<file path="src/pkg/cch_cfg.svh">
`ifndef CCH_CFG_SVH
`define CCH_CFG_SVH

`define CCH_SEL_W 4
`define CCH_SEL_AS 4'h2
`define CCH_SEL_JTAG_ONLY 4'h0
`define CCH_INIT_CYCLES 3180
`define CCH_CNT_W 12

`endif

</file>
<file path="src/pkg/cch_pkg.sv">
package cch_pkg;
    typedef enum logic [2:0] {
        CCH_IDLE,
        CCH_AS_LOAD,
        CCH_JTAG_LOAD,
        CCH_JTAG_INIT,
        CCH_DONE,
        CCH_ERROR
    } cch_state_t;

    typedef struct packed {
        logic drv_o;
        logic oe_o;
    } cch_od_t;

    typedef struct packed {
        logic start;
        logic last_bit;
        logic compressed;
        logic crc_err;
    } cch_jtag_ev_t;
endpackage : cch_pkg

</file>
<file path="src/design/cch_sync.sv">
`timescale 1ns/10ps
`default_nettype none
module cch_sync #(
    parameter int W = 1
) (
    input wire logic clk_in,
    input wire logic srst_in,
    input wire logic [W-1:0] d_in,
    output logic [W-1:0] q_out
);
    logic [W-1:0] meta_r;
    logic [W-1:0] q_r;

    // first stage read only by the second
    always_ff @(posedge clk_in) begin
        if (srst_in) begin
            meta_r <= '0;
            q_r <= '0;
        end else begin
            meta_r <= d_in;
            q_r <= meta_r;
        end
    end

    assign q_out = q_r;
endmodule : cch_sync
`default_nettype wire

</file>
<file path="src/design/cch_chain_ctrl.sv">
// Notes on behaviour
// - finished device drives chain-enable output low to start the next device
// - devices sharing done and status lines enter user mode together
// - after good JTAG load, chain-enable output goes low
// - JTAG load wins over active serial load, which is aborted
// - no bitstream decompression under JTAG; host sends uncompressed data
// - good JTAG load releases configuration-complete so it rises
`timescale 1ns/10ps
`default_nettype none
`include "cch_cfg.svh"
module cch_chain_ctrl
    import cch_pkg::*;
#(
    parameter int INIT_CYCLES = `CCH_INIT_CYCLES
) (
    input wire logic clk_in,
    input wire logic srst_in,
    input wire logic jtag_clk_in,
    input wire logic chain_en_n_in,
    input wire logic [`CCH_SEL_W-1:0] scheme_select_in,
    input wire logic reconfig_n_in,
    input wire logic jtag_start_in,
    input wire logic jtag_last_bit_in,
    input wire logic jtag_compressed_in,
    input wire logic jtag_crc_err_in,
    input wire logic as_done_in,
    input wire logic as_err_in,
    input wire logic configuration_complete_in,
    input wire logic status_n_in,
    output logic chain_en_n_out,
    output logic configuration_complete_out,
    output logic configuration_complete_oe_out,
    output logic status_n_out,
    output logic status_n_oe_out,
    output logic as_active_out,
    output logic as_abort_out,
    output logic decompress_en_out,
    output logic user_mode_out
);
    logic [6:0] raw_w;
    logic [6:0] sy_w;
    logic tck_d_r;
    logic tck_rise_w;
    cch_jtag_ev_t ev_w;
    logic en_n_w;
    logic cc_line_w;
    logic st_line_w;
    logic [3:0] sel_w;
    logic sel_as_w;
    cch_state_t state_r;
    cch_state_t state_nxt;
    logic [`CCH_CNT_W-1:0] init_cnt_r;
    logic [`CCH_CNT_W-1:0] init_cnt_nxt;
    logic chain_en_n_r;
    logic cc_oe_r;
    logic st_oe_r;
    logic as_active_r;
    logic as_abort_r;
    logic decomp_r;
    logic user_r;
    logic init_end_w;
    logic [`CCH_SEL_W-1:0] sel_r;
    cch_od_t cc_od_w;
    cch_od_t st_od_w;

    // pins cross into clk_in through two flops
    assign raw_w = {jtag_clk_in, chain_en_n_in, jtag_start_in, jtag_last_bit_in,
                    jtag_compressed_in, jtag_crc_err_in, configuration_complete_in};

    cch_sync #(.W(7)) u_sync_ctl (
        .clk_in(clk_in),
        .srst_in(srst_in),
        .d_in(raw_w),
        .q_out(sy_w)
    );

    cch_sync #(.W(`CCH_SEL_W)) u_sync_sel (
        .clk_in(clk_in),
        .srst_in(srst_in),
        .d_in(scheme_select_in),
        .q_out(sel_r)
    );

    logic st_sync_w;
    cch_sync #(.W(1)) u_sync_st (
        .clk_in(clk_in),
        .srst_in(srst_in),
        .d_in(status_n_in),
        .q_out(st_sync_w)
    );

    // strap is static on the board but still a pin, so it crosses like the rest
    logic rcfg_sync_w;
    cch_sync #(.W(1)) u_sync_rcfg (
        .clk_in(clk_in),
        .srst_in(srst_in),
        .d_in(reconfig_n_in),
        .q_out(rcfg_sync_w)
    );

    assign tck_rise_w = sy_w[6] & ~tck_d_r;
    assign en_n_w = sy_w[5];
    assign ev_w.start = sy_w[4];
    assign ev_w.last_bit = sy_w[3];
    assign ev_w.compressed = sy_w[2];
    assign ev_w.crc_err = sy_w[1];
    assign cc_line_w = sy_w[0];
    assign st_line_w = st_sync_w;
    assign sel_w = sel_r;
    assign sel_as_w = (sel_w == `CCH_SEL_AS);
    assign init_end_w = tck_rise_w && (init_cnt_r == '0);

    // next state
    always_comb begin
        state_nxt = state_r;
        init_cnt_nxt = init_cnt_r;
        unique case (state_r)
            CCH_IDLE: begin
                if (ev_w.start) begin
                    state_nxt = CCH_JTAG_LOAD;
                end else if (sel_as_w && !en_n_w && rcfg_sync_w) begin
                    state_nxt = CCH_AS_LOAD;
                end
            end
            CCH_AS_LOAD: begin
                if (ev_w.start) begin
                    state_nxt = CCH_JTAG_LOAD;
                end else if (as_err_in) begin
                    state_nxt = CCH_ERROR;
                end else if (as_done_in) begin
                    state_nxt = CCH_DONE;
                end
            end
            CCH_JTAG_LOAD: begin
                // compressed data cannot be unpacked here, so treat as failure
                if (ev_w.crc_err || ev_w.compressed) begin
                    state_nxt = CCH_ERROR;
                end else if (ev_w.last_bit) begin
                    state_nxt = CCH_JTAG_INIT;
                    init_cnt_nxt = `CCH_CNT_W'(INIT_CYCLES - 1);
                end
            end
            CCH_JTAG_INIT: begin
                // initialization advances only on jtag clock edges
                if (tck_rise_w) begin
                    if (init_end_w) begin
                        state_nxt = CCH_DONE;
                    end else begin
                        init_cnt_nxt = init_cnt_r - `CCH_CNT_W'(1);
                    end
                end
            end
            CCH_DONE: begin
                if (ev_w.start) begin
                    state_nxt = CCH_JTAG_LOAD;
                end
            end
            CCH_ERROR: begin
                if (ev_w.start) begin
                    state_nxt = CCH_JTAG_LOAD;
                end
            end
        endcase
    end

    always_ff @(posedge clk_in) begin
        if (srst_in) begin
            state_r <= CCH_IDLE;
            init_cnt_r <= '0;
            tck_d_r <= 1'b0;
        end else begin
            state_r <= state_nxt;
            init_cnt_r <= init_cnt_nxt;
            tck_d_r <= sy_w[6];
        end
    end

    // outputs registered
    always_ff @(posedge clk_in) begin
        if (srst_in) begin
            chain_en_n_r <= 1'b1;
            cc_oe_r <= 1'b1;
            st_oe_r <= 1'b0;
            as_active_r <= 1'b0;
            as_abort_r <= 1'b0;
            decomp_r <= 1'b0;
            user_r <= 1'b0;
        end else begin
            chain_en_n_r <= !(state_nxt == CCH_DONE);
            cc_oe_r <= !(state_nxt == CCH_DONE);
            st_oe_r <= (state_nxt == CCH_ERROR);
            as_active_r <= (state_nxt == CCH_AS_LOAD);
            as_abort_r <= (state_r == CCH_AS_LOAD) && (state_nxt == CCH_JTAG_LOAD);
            decomp_r <= (state_nxt == CCH_AS_LOAD);
            // user mode waits for the shared lines, so the chain wakes as one
            // same next-state source as the handoff, so user mode never outlives it
            user_r <= (state_nxt == CCH_DONE) && cc_line_w && st_line_w;
        end
    end

    // open drain: drive only low, never high
    assign cc_od_w = '{drv_o: 1'b0, oe_o: cc_oe_r};
    assign st_od_w = '{drv_o: 1'b0, oe_o: st_oe_r};

    assign chain_en_n_out = chain_en_n_r;
    assign configuration_complete_out = cc_od_w.drv_o;
    assign configuration_complete_oe_out = cc_od_w.oe_o;
    assign status_n_out = st_od_w.drv_o;
    assign status_n_oe_out = st_od_w.oe_o;
    assign as_active_out = as_active_r;
    assign as_abort_out = as_abort_r;
    assign decompress_en_out = decomp_r;
    assign user_mode_out = user_r;
endmodule : cch_chain_ctrl
`default_nettype wire

</file>
<file path="config.mk">
export PLATFORM = sky130hd
export DESIGN_NAME = cch_chain_ctrl
export DESIGN_NICKNAME = d
export VERILOG_FILES = /design/src/pkg/cch_pkg.sv /design/src/design/cch_sync.sv /design/src/design/cch_chain_ctrl.sv
export VERILOG_INCLUDE_DIRS = /design/src /design/src/pkg
export SDC_FILE = /design/constraint.sdc
export NUM_CORES = 1
export LEC_CHECK = 0
export BUFFER_PORTS_ARGS = -buffer_cell sky130_fd_sc_hd__buf_4
export CAP_MARGIN = 20
export CORE_MARGIN = 2
export CORE_UTILIZATION = 53
export CTS_CLUSTER_DIAMETER = 30
export DETAILED_ROUTE_END_ITERATION = 10
export PLACE_DENSITY = 0.75
export SYNTH_ARGS = -nofsm -noshare
export SYNTH_HDL_FRONTEND = slang
export SYNTH_SLANG_ARGS = --single-unit
</file>
<file path="constraint.sdc">
create_clock -name clk_in -period 3.55 [get_ports clk_in]
set_clock_uncertainty 0.05 [all_clocks]
set_input_delay 0.1775 -clock clk_in [delete_from_list [all_inputs] [get_ports clk_in]]
set_output_delay 0.1775 -clock clk_in [all_outputs]
set_load 0.01 [all_outputs]
</file>
-- After elaboration in Yosys (flattened, before gate mapping)
Index checks and enable logic that the tools add are counted.
- memories: 0
- logic and storage cells: 63
- memory bits (writable): 0
- memory bits (read-only): 0
- latch bits: 0
- input bits: 17
- register bits: 47
- bitwise gates (word level): 2
- multiply operators: 0
- reductions and logical operators: 14
- equality and inequality tests: 14
- shifts and indexed selects: 0
- $add $sub $neg: 1
- muxes and demuxes: 16
- order comparisons: 0
- divide/modulo/power cells: 0
- operator list (cell ; number):
    12-bit 2-to-1 mux ; 4
    3-bit 2-to-1 mux ; 10
    12-bit case mux with 2 select lines ; 1
    3-bit case mux with 5 select lines ; 1
    3-bit equality test (second input constant) ; 4
    12-bit zero test ; 1
    12-bit by 1-bit subtractor with 12-bit output (second input constant) ; 1
    3-bit by 2-bit equality test with 1-bit output (second input constant) ; 3
    3-bit by 1-bit equality test with 1-bit output (second input constant) ; 2
    1-bit logical AND ; 6
    2-bit != test (second input constant) ; 3
    5-bit AND reduction ; 1
    4-bit by 2-bit equality test with 1-bit output (second input constant) ; 1
    3-bit zero test ; 1
    1-bit zero test ; 2
    2-bit by 1-bit != test with 1-bit output (second input constant) ; 1
    2-bit nonzero test ; 1
    2-bit OR reduction ; 1
    1-bit bitwise AND ; 1
    1-bit logical OR ; 1
    1-bit NOT ; 1

-- Logic depth before layout (Yosys ltp)
Gate-level depths: netlist (run 1).
- depth in word-level cells: 9
- depth in mapped cells: 8

-- By module
A second synthesis (run 1) with hierarchy kept.
- cell total of the unflattened synthesis: 187
- area, all modules: 1910.6 um^2
- by module, submodules not included (module ; area each (um^2) ; sequential area each (um^2) ; cells each ; instances):
    cch_chain_ctrl ; 1187.4 ; 420.4 ; 134 ; 1
    cch_sync (u_sync_ctl) ; 407.9 ; 280.3 ; 29 ; 1
    cch_sync (u_sync_sel) ; 210.2 ; 160.2 ; 16 ; 1
    cch_sync (u_sync_rcfg ...) ; 52.6 ; 40.0 ; 4 ; 2

-- Worst setup path after synthesis (run 1)
OpenSTA, ideal clock, no wires.
- path type: reg-to-reg
- start: register init_cnt_r[0]
- end: register user_r, in the netlist user_mode_out
- path buffers: 1
- period minus slack after synthesis: 1.692 ns
- library setup time: 0.087 ns
- arrival time: 1.555 ns
- stages on the path, launching flop included: 9
- slack: 1.858 ns
- cell sequence: dfxtp_1 inv_1 ha_1 nor4bb_1 nand4_1 buf_2 nand2_1 o311a_2 nor4b_2
- word-level cells in the longest chain between the ends: 8
- RTL lines (item ; line ; text):
    start: declaration ; cch_chain_ctrl.sv:52 ; logic [`CCH_CNT_W-1:0] init_cnt_r;
    start signal: assignment ; cch_chain_ctrl.sv:173 ; init_cnt_r <= init_cnt_nxt;
    12-bit zero test ; cch_chain_ctrl.sv:111 ; assign init_end_w = tck_rise_w && (init_cnt_r == '0);
    1-bit logical AND ; cch_chain_ctrl.sv:111 ;
    3-bit 2-to-1 mux ; cch_chain_ctrl.sv:146 ; if (init_end_w) begin
    3-bit 2-to-1 mux ; cch_chain_ctrl.sv:145 ; if (tck_rise_w) begin
    3-bit case mux with 5 select lines ; cch_chain_ctrl.sv:117 ; unique case (state_r)
    3-bit equality test ; cch_chain_ctrl.sv:197 ; user_r <= (state_nxt == CCH_DONE) && cc_line_w && st_line_w;
    1-bit logical AND (2 in a row) ; cch_chain_ctrl.sv:197 ;
    end signal: assignment ; cch_chain_ctrl.sv:197 ;
    end: declaration ; cch_chain_ctrl.sv:60 ; logic user_r;
No other way between the ends.
A chain may end at the register's enable or synchronous reset.

-- Worst setup path in the final report (run 1)
Same ends and word-level chain as after synthesis.

==> results.md, run 1 <==
* Commonest cells in the netlist: 47 x dfxtp_1, 29 x nor2b_1, 13 x nor2_1, 9 x a21oi_1
* Sequential fraction of the synthesis area at 0.505
* Setup violations, final at 0
* WL/cell at 13.2 um
* Max Cap Viol at 0
* Syn Std Cell Area at 1860 um^2
* Crit. End Element: register
* Synth Area in Adders at 0.0134
* 1st-iter DRT viols at 43
* Multiplexer share of the synthesized area at 0.00537
* Critical-path maximum fanout at 11
* Final hold vios at 0
* Syn. warnings at 0
* Core ar. at around 3400 um^2
* R2r worst-path depth at 7
* Root buf cell: clkbuf_4
* Clk buf depth at 2
* Vias in the first global route at 1,381
* Initial antenna violation count at 0
* Final min period at 2170 ps
* Total GRT Usage at 0.192
* Fin crit share at 0.612
* Height of the die at 63.3 um
* Worst EP arrival at 2410 ps
* Worst hold slack at approximately 160 ps
* R2R Setup Slk at between 1000 and 1500 ps
* Worst Path Required at 3790 ps
* Count of flip-flops with a built-in enable after synthesis at 0
* Xor/xnor share of the synthesized area at 0.0423
* Avg Cell Area, Syn at 9.96 um^2
* WL final at 3.50 mm
* RSZ-0062 raised after global routing: no
* Top-count cell post-synth: dfxtp_1
* Final ANT Viol Nets at 0
* Via Count at 1,438
* Dpl hpwl at around 2.3 mm
* Max IR drop VDD at 0.000350 V
* Post-synthesis async set-or-reset flop share at 0
* Crit path cell chain: inv_1 -> ha_1 -> nor4bb_1 -> nand4_1 -> nand2_1 -> o311a_2 -> nor4b_2
* Synth cell types at 46
* Largest family of logic cells by synthesized area: simple AND/OR/NAND/NOR gates
* # port buffers at 23
* Post-Place Cells at 244
* Hold path cells at 2
* Simple logic cell fraction of the synthesized area at 0.249
* CP delay by family, top: simple AND/OR/NAND/NOR gates
* DRT Pass-1 Iters at 4
* CTS sink count at 47
* Finished Layout Cells at 265
* Status: complete, no violations
* Worst skew pair latency at 360 ps
* CP startpoint kind: register
* Gpl congestion at between 0.8 and 0.9
* LEAKAGE at 0.863 nW
* Area fraction in compound gates after synthesis at 0.128
* CTS tree: done
* Critical-path top delay cell: nand4_1
* Post-cts sizing count at 0
* Grt ovf at 0
* Setup_tns at 0 ps
* Slack of the critical path at 1380 ps
* Layout net count at between 200 and 250
* Number of antenna diodes at 0
* Die width at 63.3 um
* Post-cts hold buffer count at 13
* Fmax at around 460 MHz
* Clk slew on worst S/H paths at 140 ps
* Hold WC Path Type: primary input to register
* Slew Limit Fails at 0
* Worst Path Buf+Inv at 1
* Die area at 4010 um^2
* I/O Pins at 26
* Synth area leader: dfxtp_1
* Crit. path cell count at 7
* Largest net degree at the start of global routing at 40
* First-pass GRT wire length at 6.01 mm
* Pre-CTS WS at 1440 ps
* Synth top area cells: dfxtp_1 51%, nor2b_1 9.7%, xor2_1 3.8%
* Power Dens Cells at 468 nW/um^2
* Worst stage delay on the critical path at between 400 and 500 ps
* Share of layout cells above drive strength 1 at 0.178
* DRC violations left at 0
* Kind of critical path: register to register
* Most used DFF post-synth: dfxtp_1
* Yosys reg bits at 47
* H-tree levels at 2
* Setup bufs post-CTS at 0
* Slew @ Worst Pin at between 500 and 600 ps
* # rows at 21
* Gate Count Post-Synth at ~190
* Slew margin rel. at 0.600
* Via density at about 5.4
* Initial Utilization at 0.554
* Number of buffers created by CTS at 5
* Top-area cell type share of the netlist area at 0.505
* Area grow syn2layout at 19.8%
[worst paths after layout]
path,startpoint,to
worst max register to register,init_cnt_r[0]$_SDFFE_PP0P_,user_mode_out$_SDFF_PP0_
worst min register to register,u_sync_ctl.meta_r[2]$_SDFF_PP0_,u_sync_ctl.q_out[2]$_SDFF_PP0_
worst min-delay path,srst_in,state_r[1]$_SDFF_PP0_
worst max-delay path,init_cnt_r[0]$_SDFFE_PP0P_,user_mode_out$_SDFF_PP0_
[worst reg2reg max path, delay by kind of cell, from the launching register on]
family	cells	cell delay, ps
DFF	1	360
and+or+nand+nor	4	1230
adders and majority gates	1	130
buffers and inverters	1	80
AOI/OAI and AO/OA	1	260
[logic make-up after synthesis]
logic type,count (synthesis)
AND/OR/NAND/NOR,76
flip-flops,47
AO/OA/AOI/OAI,32
buffers and inverters,19
XOR/XNOR,9
adder cells (fa/ha/maj),2
other,1
multiplexers,1
[stage by stage]
stage	total power, mW	util	cell area, um^2
CTS	1.05	0.664	2230
finish	1.05	0.664	2230
detailed placement	0.717	0.600	2020
global placement	0.711	0.600	2020
global route	1.09	0.664	2230
floorplan	0.687	-	1870
[routing by layer]
layer / part of all wire / vias to the layer above / global-route usage
met1: 0.44 / 671 / 0.230
li1: - / 709 / -
met5: 0 / - / 0
met3: 0.049 / 7 / 0.0536
met4: 0.015 / 0 / 0.0571
met2: 0.49 / 51 / 0.335
[report_power, final]
group          leakage, nW  total [mW]  internal [mW]  switching, mW
Clock               0.0418       0.325          0.151          0.175
Combinational        0.436       0.145         0.0739         0.0713
Sequential           0.385       0.575          0.553         0.0221
[cells in the final DEF (no fill, tap or decap), drive strengths merged, types with 3 or more instances in the layout]
master / count
buf: 23
nand2: 4
nor3: 9
dfxtp: 47
nor4b: 3
o2111ai: 7
a211oi: 3
and3: 3
nor2: 13
xor2: 8
a21oi: 9
nand3: 3
inv: 7
clkbuf: 5
nor2b: 29
dlygate4sd3: 13
[flip-flops by register name (all words and copies together), names as in the netlist, 3 cells and up]
| name | flops |
|---|---|
| u_sync_sel.meta_r | 4 |
| u_sync_ctl.meta_r | 7 |
| init_cnt_r | 12 |
| u_sync_sel.q_out | 4 |
| u_sync_ctl.q_out | 7 |
| state_r | 3 |
[layout make-up]
cell class / instances / area, um^2
well taps: 46 / 57.6
multi-input cells: 122 / 825
repair buffers: 36 / 303
inverters: 6 / 22.5
flip-flops and latches: 47 / 941
fillers: 282 / 1130
clock inverters: 3 / 46.3
clock buffers: 5 / 37.5
(Power assumes the default switching activity.)
==> inputs of run 2 (changes only) <==
clock period = 2.2 ns   (was 3.55 ns; I/O delays follow)
==> results.md, run 2 (synthesis gave the netlist of run 1 again) <==
* Fmax at just over 500 MHz
* Worst Path Required at 2460 ps
* DRT Pass-1 Iters at 4
* Final ANT Viol Nets at 0
* Crit path cell chain: nor3b_4 -> a32o_2 -> o2111ai_2 -> or4_1 -> a21oi_1
* Final min period at between 1500 and 2000 ps
* Worst stage delay on the critical path at 510 ps
* Most common cell after layout, fill and taps aside: dfxtp_1
* Max Cap Viol at 0
* Capturing point of the worst reg2reg path: init_cnt_r[9]$_SDFFE_PP0P_
* CP delay by family, top: simple AND/OR/NAND/NOR gates
* WL/cell at 13.2 um
* Status: complete, no violations
* Setup violations, final at 0
* # rows at 21
* Clk buf depth at 2
* Worst skew pair latency at 370 ps
* CTS sink count at 47
* Setup_tns at 0 ps
* Largest net degree at the start of global routing at 40
* Initial Utilization at 0.554
* Slew @ Worst Pin at 545 ps
* 1st-iter DRT viols at 58
* Final core utilization at 0.663
* Final hold vios at 0
* Worst Min Path Start: srst_in
* Largest register FFs at 12
* Dpl hpwl at 2.41 mm
* H-tree levels at 2
* Root buf cell: clkbuf_4
* Core ar. at 3360 um^2
* Initial antenna violation count at 0
* Critical-path top delay cell: dfxtp_1
* DRC violations left at 0
* CP startpoint kind: register
* Grt ovf at 0
* Slew Limit Fails at 0
* Worst Path Buf+Inv at 0
* Slew margin rel. at 0.632
* Crit. End Element: register
* Fin crit share at 0.879
* Hold WC Path Type: primary input to register
* Area grow syn2layout at 19.7%
* Max IR drop VDD at ~0.00054 V
* Number of buffers created by CTS at 5
* WL final at 3.53 mm
* Gpl congestion at 0.825
* Critical-path maximum fanout at 9
* Die area at 4010 um^2
* Height of the die at 63.3 um
* First-pass GRT wire length at roughly 6.1 mm
* Share of layout cells above drive strength 1 at 0.189
* Reg2Reg Launch Point: state_r[1]$_SDFF_PP0_
* Die width at around 63 um
* Hold path cells at 2
* Worst EP arrival at 2200 ps
* Biggest register: init_cnt_r
* Clk slew on worst S/H paths at between 100 and 150 ps
* R2r worst-path depth at 5
* Layout net count at 240
* RSZ-0062 raised after global routing: no
* Via density at 5.22
* Hold Path End: state_r[0]$_SDFF_PP0_
* I/O Pins at 26
* R2R Setup Slk at 270 ps
* Total GRT Usage at 0.197
* Power Dens Cells at ~710 nW/um^2
* Vias in the first global route at 1,405
* Number of antenna diodes at 0
* Kind of critical path: register to register
* Via Count at around 1,400
* LEAKAGE at 0.870 nW
* Most frequent cells in the layout: 47 x dfxtp_1, 29 x nor2b_1, 26 x buf_4
* CTS tree: done
* # port buffers at 23
## run 2: changes by cell type in the layout (fill, tap and decap cells not counted)
cell        previous run  this run
clkinv_2               0         1
clkinvlp_4             1         0
buf_4                 23        26
bufinv_16              1         0
clkinv_4               0         1
## run 2: power breakdown
group / leakage, nW / internal, mW / switching (mW) / total (mW)
Combinational: 0.450 / 0.124 / 0.114 / 0.238
Sequential: 0.385 / 0.893 / 0.0348 / 0.927
Clock: 0.0356 / 0.129 / 0.293 / 0.422
## run 2: timing repair
item | in CTS | in global routing
endpoints found under the hold margin | 13 | 0
hold buffers | 13 | 0
resized for setup | 0 | 0
buffers inserted | 0 | 0
## run 2: per-stage QoR
stage               setup WS (ps)  cells  hold WS, ps  instance area [um^2]  power (mW)
global placement              426    247          272                  2040        1.15
floorplan                     508    188          188                  1870        1.11
CTS                           279    268         72.0                  2230        1.60
detailed placement            319    247          276                  2040        1.16
global route                 56.4    268         83.8                  2230        1.67
finish                        267    268         75.9                  2230        1.59
## run 2: layer usage
metal,wire length (um),share of wire,track usage,up-vias
met1,1580,0.45,0.222,635
met2,1700,0.48,0.336,39
li1,-,-,-,714
met5,0,0,0,-
met3,168,0.048,0.0589,10
met4,85,0.024,0.101,0
## run 2: worst max-delay path by stage
stage / from / to / slack, ps / cells past startpoint
2_1_floorplan: init_cnt_r[0]$_SDFFE_PP0P_ / user_mode_out$_SDFF_PP0_ / 510 / 8
3_3_place_gp: init_cnt_r[0]$_SDFFE_PP0P_ / init_cnt_r[9]$_SDFFE_PP0P_ / 430 / 8
3_5_place_dp: init_cnt_r[0]$_SDFFE_PP0P_ / init_cnt_r[9]$_SDFFE_PP0P_ / 320 / 8
4_1_cts: state_r[1]$_SDFF_PP0_ / init_cnt_r[9]$_SDFFE_PP0P_ / 280 / 5
5_1_grt: init_cnt_r[0]$_SDFFE_PP0P_ / user_mode_out$_SDFF_PP0_ / 60 / 8
6_report: state_r[1]$_SDFF_PP0_ / init_cnt_r[9]$_SDFFE_PP0P_ / 270 / 5
## run 2: layout make-up
type | instances | area [um^2]
fill | 286 | 1130
sequential | 47 | 941
clock inverter | 3 | 22.5
inverter | 6 | 22.5
multi-input combinational | 122 | 825
tap | 46 | 57.6
clock buffer | 5 | 37.5
timing repair buffer | 39 | 325
==> inputs of run 3 (changes only) <==
ABC_AREA = 1   (was not set)
GPL_TIMING_DRIVEN = 0   (was not set)
PLACE_DENSITY = 0.74   (was 0.75)
==> results.md, run 3 <==
* I/O Pins at 26
* Top-count cell post-synth: nor2_1
* Crit. End Element: register
* Root buf cell: clkbuf_8
* Final ANT Viol Nets at 0
* Vias in the first global route at 1,641
* Gpl congestion at 0.895
* Setup bufs post-CTS at 0
* Design area at 2610 um^2
* Max IR drop VDD at about 0.00048 V
* Worst Path Required at approximately 2400 ps
* Kind of critical path: register to register
* Dpl hpwl at 2.65 mm
* Largest net degree at the start of global routing at 17
* Initial Utilization at 0.543
* CP startpoint kind: register
* Slew Limit Fails at 0
* Share of layout cells above drive strength 1 at 0.195
* Post-synthesis async set-or-reset flop share at 0
* WL final at between 3 and 4 mm
* Fin crit share at 0.742
* Yosys reg bits at 47
* Area grow syn2layout at 22.9%
* Synth top area cells: dfxtp_1 44%, nor2_1 11%, nand2_1 9.9%
* Worst skew pair latency at 310 ps
* Avg Cell Area, Syn at 7.25 um^2
* Setup violations, final at 0
* Setup_tns at 0 ps
* Clk buf depth at 2
* Final hold vios at 0
* Hold WC Path Type: primary input to register
* Die width at 67.3 um
* Via Count at between 1,500 and 2,000
* Fillers at 340
* WL/cell at 10.0 um
* Largest register FFs at 12
* Count of flip-flops with a built-in enable after synthesis at 0
* Layout net count at around 360
* Number of antenna diodes at 0
* Critical-path maximum fanout at 10
* Pwr Total at 2.34 mW
* CTS sink count at 47
* Sequential fraction of the synthesis area at 0.443
* Power Dens Cells at 896 nW/um^2
* Height of the die at ~67 um
* Syn. warnings at 0
* Clk slew on worst S/H paths at around 90 ps
* # rows at 23
* Gate Count Post-Synth at 293
* RSZ-0062 raised after global routing: no
* Most frequent cells in the layout: 62 x nor2_1, 56 x nand2_1, 50 x inv_1
* Slew margin rel. at 0.656
* DRC violations left at 0
* DRT Pass-1 Iters at 4
* Total GRT Usage at 0.201
* Die area at 4530 um^2
* Max Cap Viol at 0
* Most used DFF post-synth: dfxtp_1
* 1st-iter DRT viols at 147
* Fmax at 613 MHz
* Synth area leader: dfxtp_1
* Biggest register: init_cnt_r
* # port buffers at 23
* Status: complete, no violations
* Number of buffers created by CTS at 5
* Core ar. at 3910 um^2
* Top-area cell type share of the netlist area at 0.443
* Via density at 4.60
* H-tree levels at 2
* Commonest cells in the netlist: 62 x nor2_1, 56 x nand2_1, 50 x inv_1, 47 x dfxtp_1, 20 x nand3_1
* Worst EP arrival at 1830 ps
* Initial antenna violation count at 0
* CTS tree: done
* Grt ovf at 0
* Synth cell types at 31
* Post-cts sizing count at 0
* Syn Std Cell Area at 2120 um^2
* Final min period at 1630 ps
* DP Area at 2360 um^2
* LEAKAGE at 1.27 nW
* Slew @ Worst Pin at 516 ps
* First-pass GRT wire length at 6.82 mm
* Most common cell after layout, fill and taps aside: nor2_1
[run 3: cell count changes in the layout (fill, tap and decap cells not counted), sizes merged, moves of 4 or more]
cell,change
nor2,+54
xor2,-5
nand3,+18
nor2b,-29
inv,+46
nor3,-6
clkbuf,+4
o21ai,+4
nand2,+60
o2111ai,-7
[run 3: timing repair]
action | in CTS | in global routing
endpoints found under the setup margin | 0 | 0
endpoints found under the hold margin | 13 | 0
hold buffers | 13 | 0
[run 3: logic make-up (layout without fill, tap and decap cells)]
family / Yosys count / in the layout / synth area share
DFF: 47 / 47 / 0.443
and+or+nand+nor: 162 / 162 / 0.346
xor gates and xnor gates: 3 / 3 / 0.0124
buffers and inverters: 63 / 107 / 0.134
AOI/OAI and AO/OA: 15 / 15 / 0.0512
other: 1 / 2 / 0.00177
adders and majority gates: 2 / 2 / 0.0118
[run 3: per-stage QoR]
step                      hold WS [ps]  setup WS, ps  utilization  cells
after floorplan                    167           734            -    294
after global placement             258           603        0.604    367
after detailed placement           266           604        0.604    367
after CTS                         86.7           566        0.667    388
after global routing              98.8           416        0.667    388
final                             94.4           568        0.667    388
[run 3: routing by layer]
| metal | global-route usage | vias to the layer above | wire, um | part of all wire |
|---|---|---|---|---|
| met5 | 0 | - | 0 | 0 |
| met4 | 0.0969 | 0 | 68 | 0.017 |
| met3 | 0.0517 | 7 | 212 | 0.054 |
| met2 | 0.338 | 43 | 1810 | 0.46 |
| met1 | 0.239 | 777 | 1800 | 0.46 |
| li1 | - | 956 | - | - |
[run 3: path summary, 6_finish.rpt]
path	start	to	slack, ps	depth (start not counted)
max	init_cnt_r[0]$_SDFFE_PP0P_	init_cnt_r[7]$_SDFFE_PP0P_	570	9
min	srst_in	init_cnt_r[3]$_SDFFE_PP0P_	90	3
max reg2reg	init_cnt_r[0]$_SDFFE_PP0P_	init_cnt_r[7]$_SDFFE_PP0P_	570	9
min reg2reg	u_sync_sel.meta_r[0]$_SDFF_PP0_	u_sync_sel.q_out[0]$_SDFF_PP0_	350	2
[run 3: area by class of cell]
class	instances	area, um^2	area share
plain buffers	10	82.6	0.0316
clock buffers	5	68.8	0.0264
clock inverters	3	47.5	0.0182
flip-flops and latches	47	941	0.360
well taps	50	62.6	0.0240
inverters	53	201	0.0772
multi-input cells	184	903	0.346
repair buffers	36	303	0.116
[run 3: critical path, stage by stage (launching register included)]
cell and delay, ps:
dfxtp_1 320, inv_1 140, ha_1 180, nand3_1 170, nor2_8 170, nand3_4 90, nand2_4 110, buf_12 140
nand2_1 70, a21oi_2 130
[run 3: power by group]
part	internal [mW]	switching, mW	total (mW)
registers	0.924	0.0525	0.976
clock network	0.344	0.307	0.652
logic	0.288	0.422	0.710
total	1.56	0.782	2.34
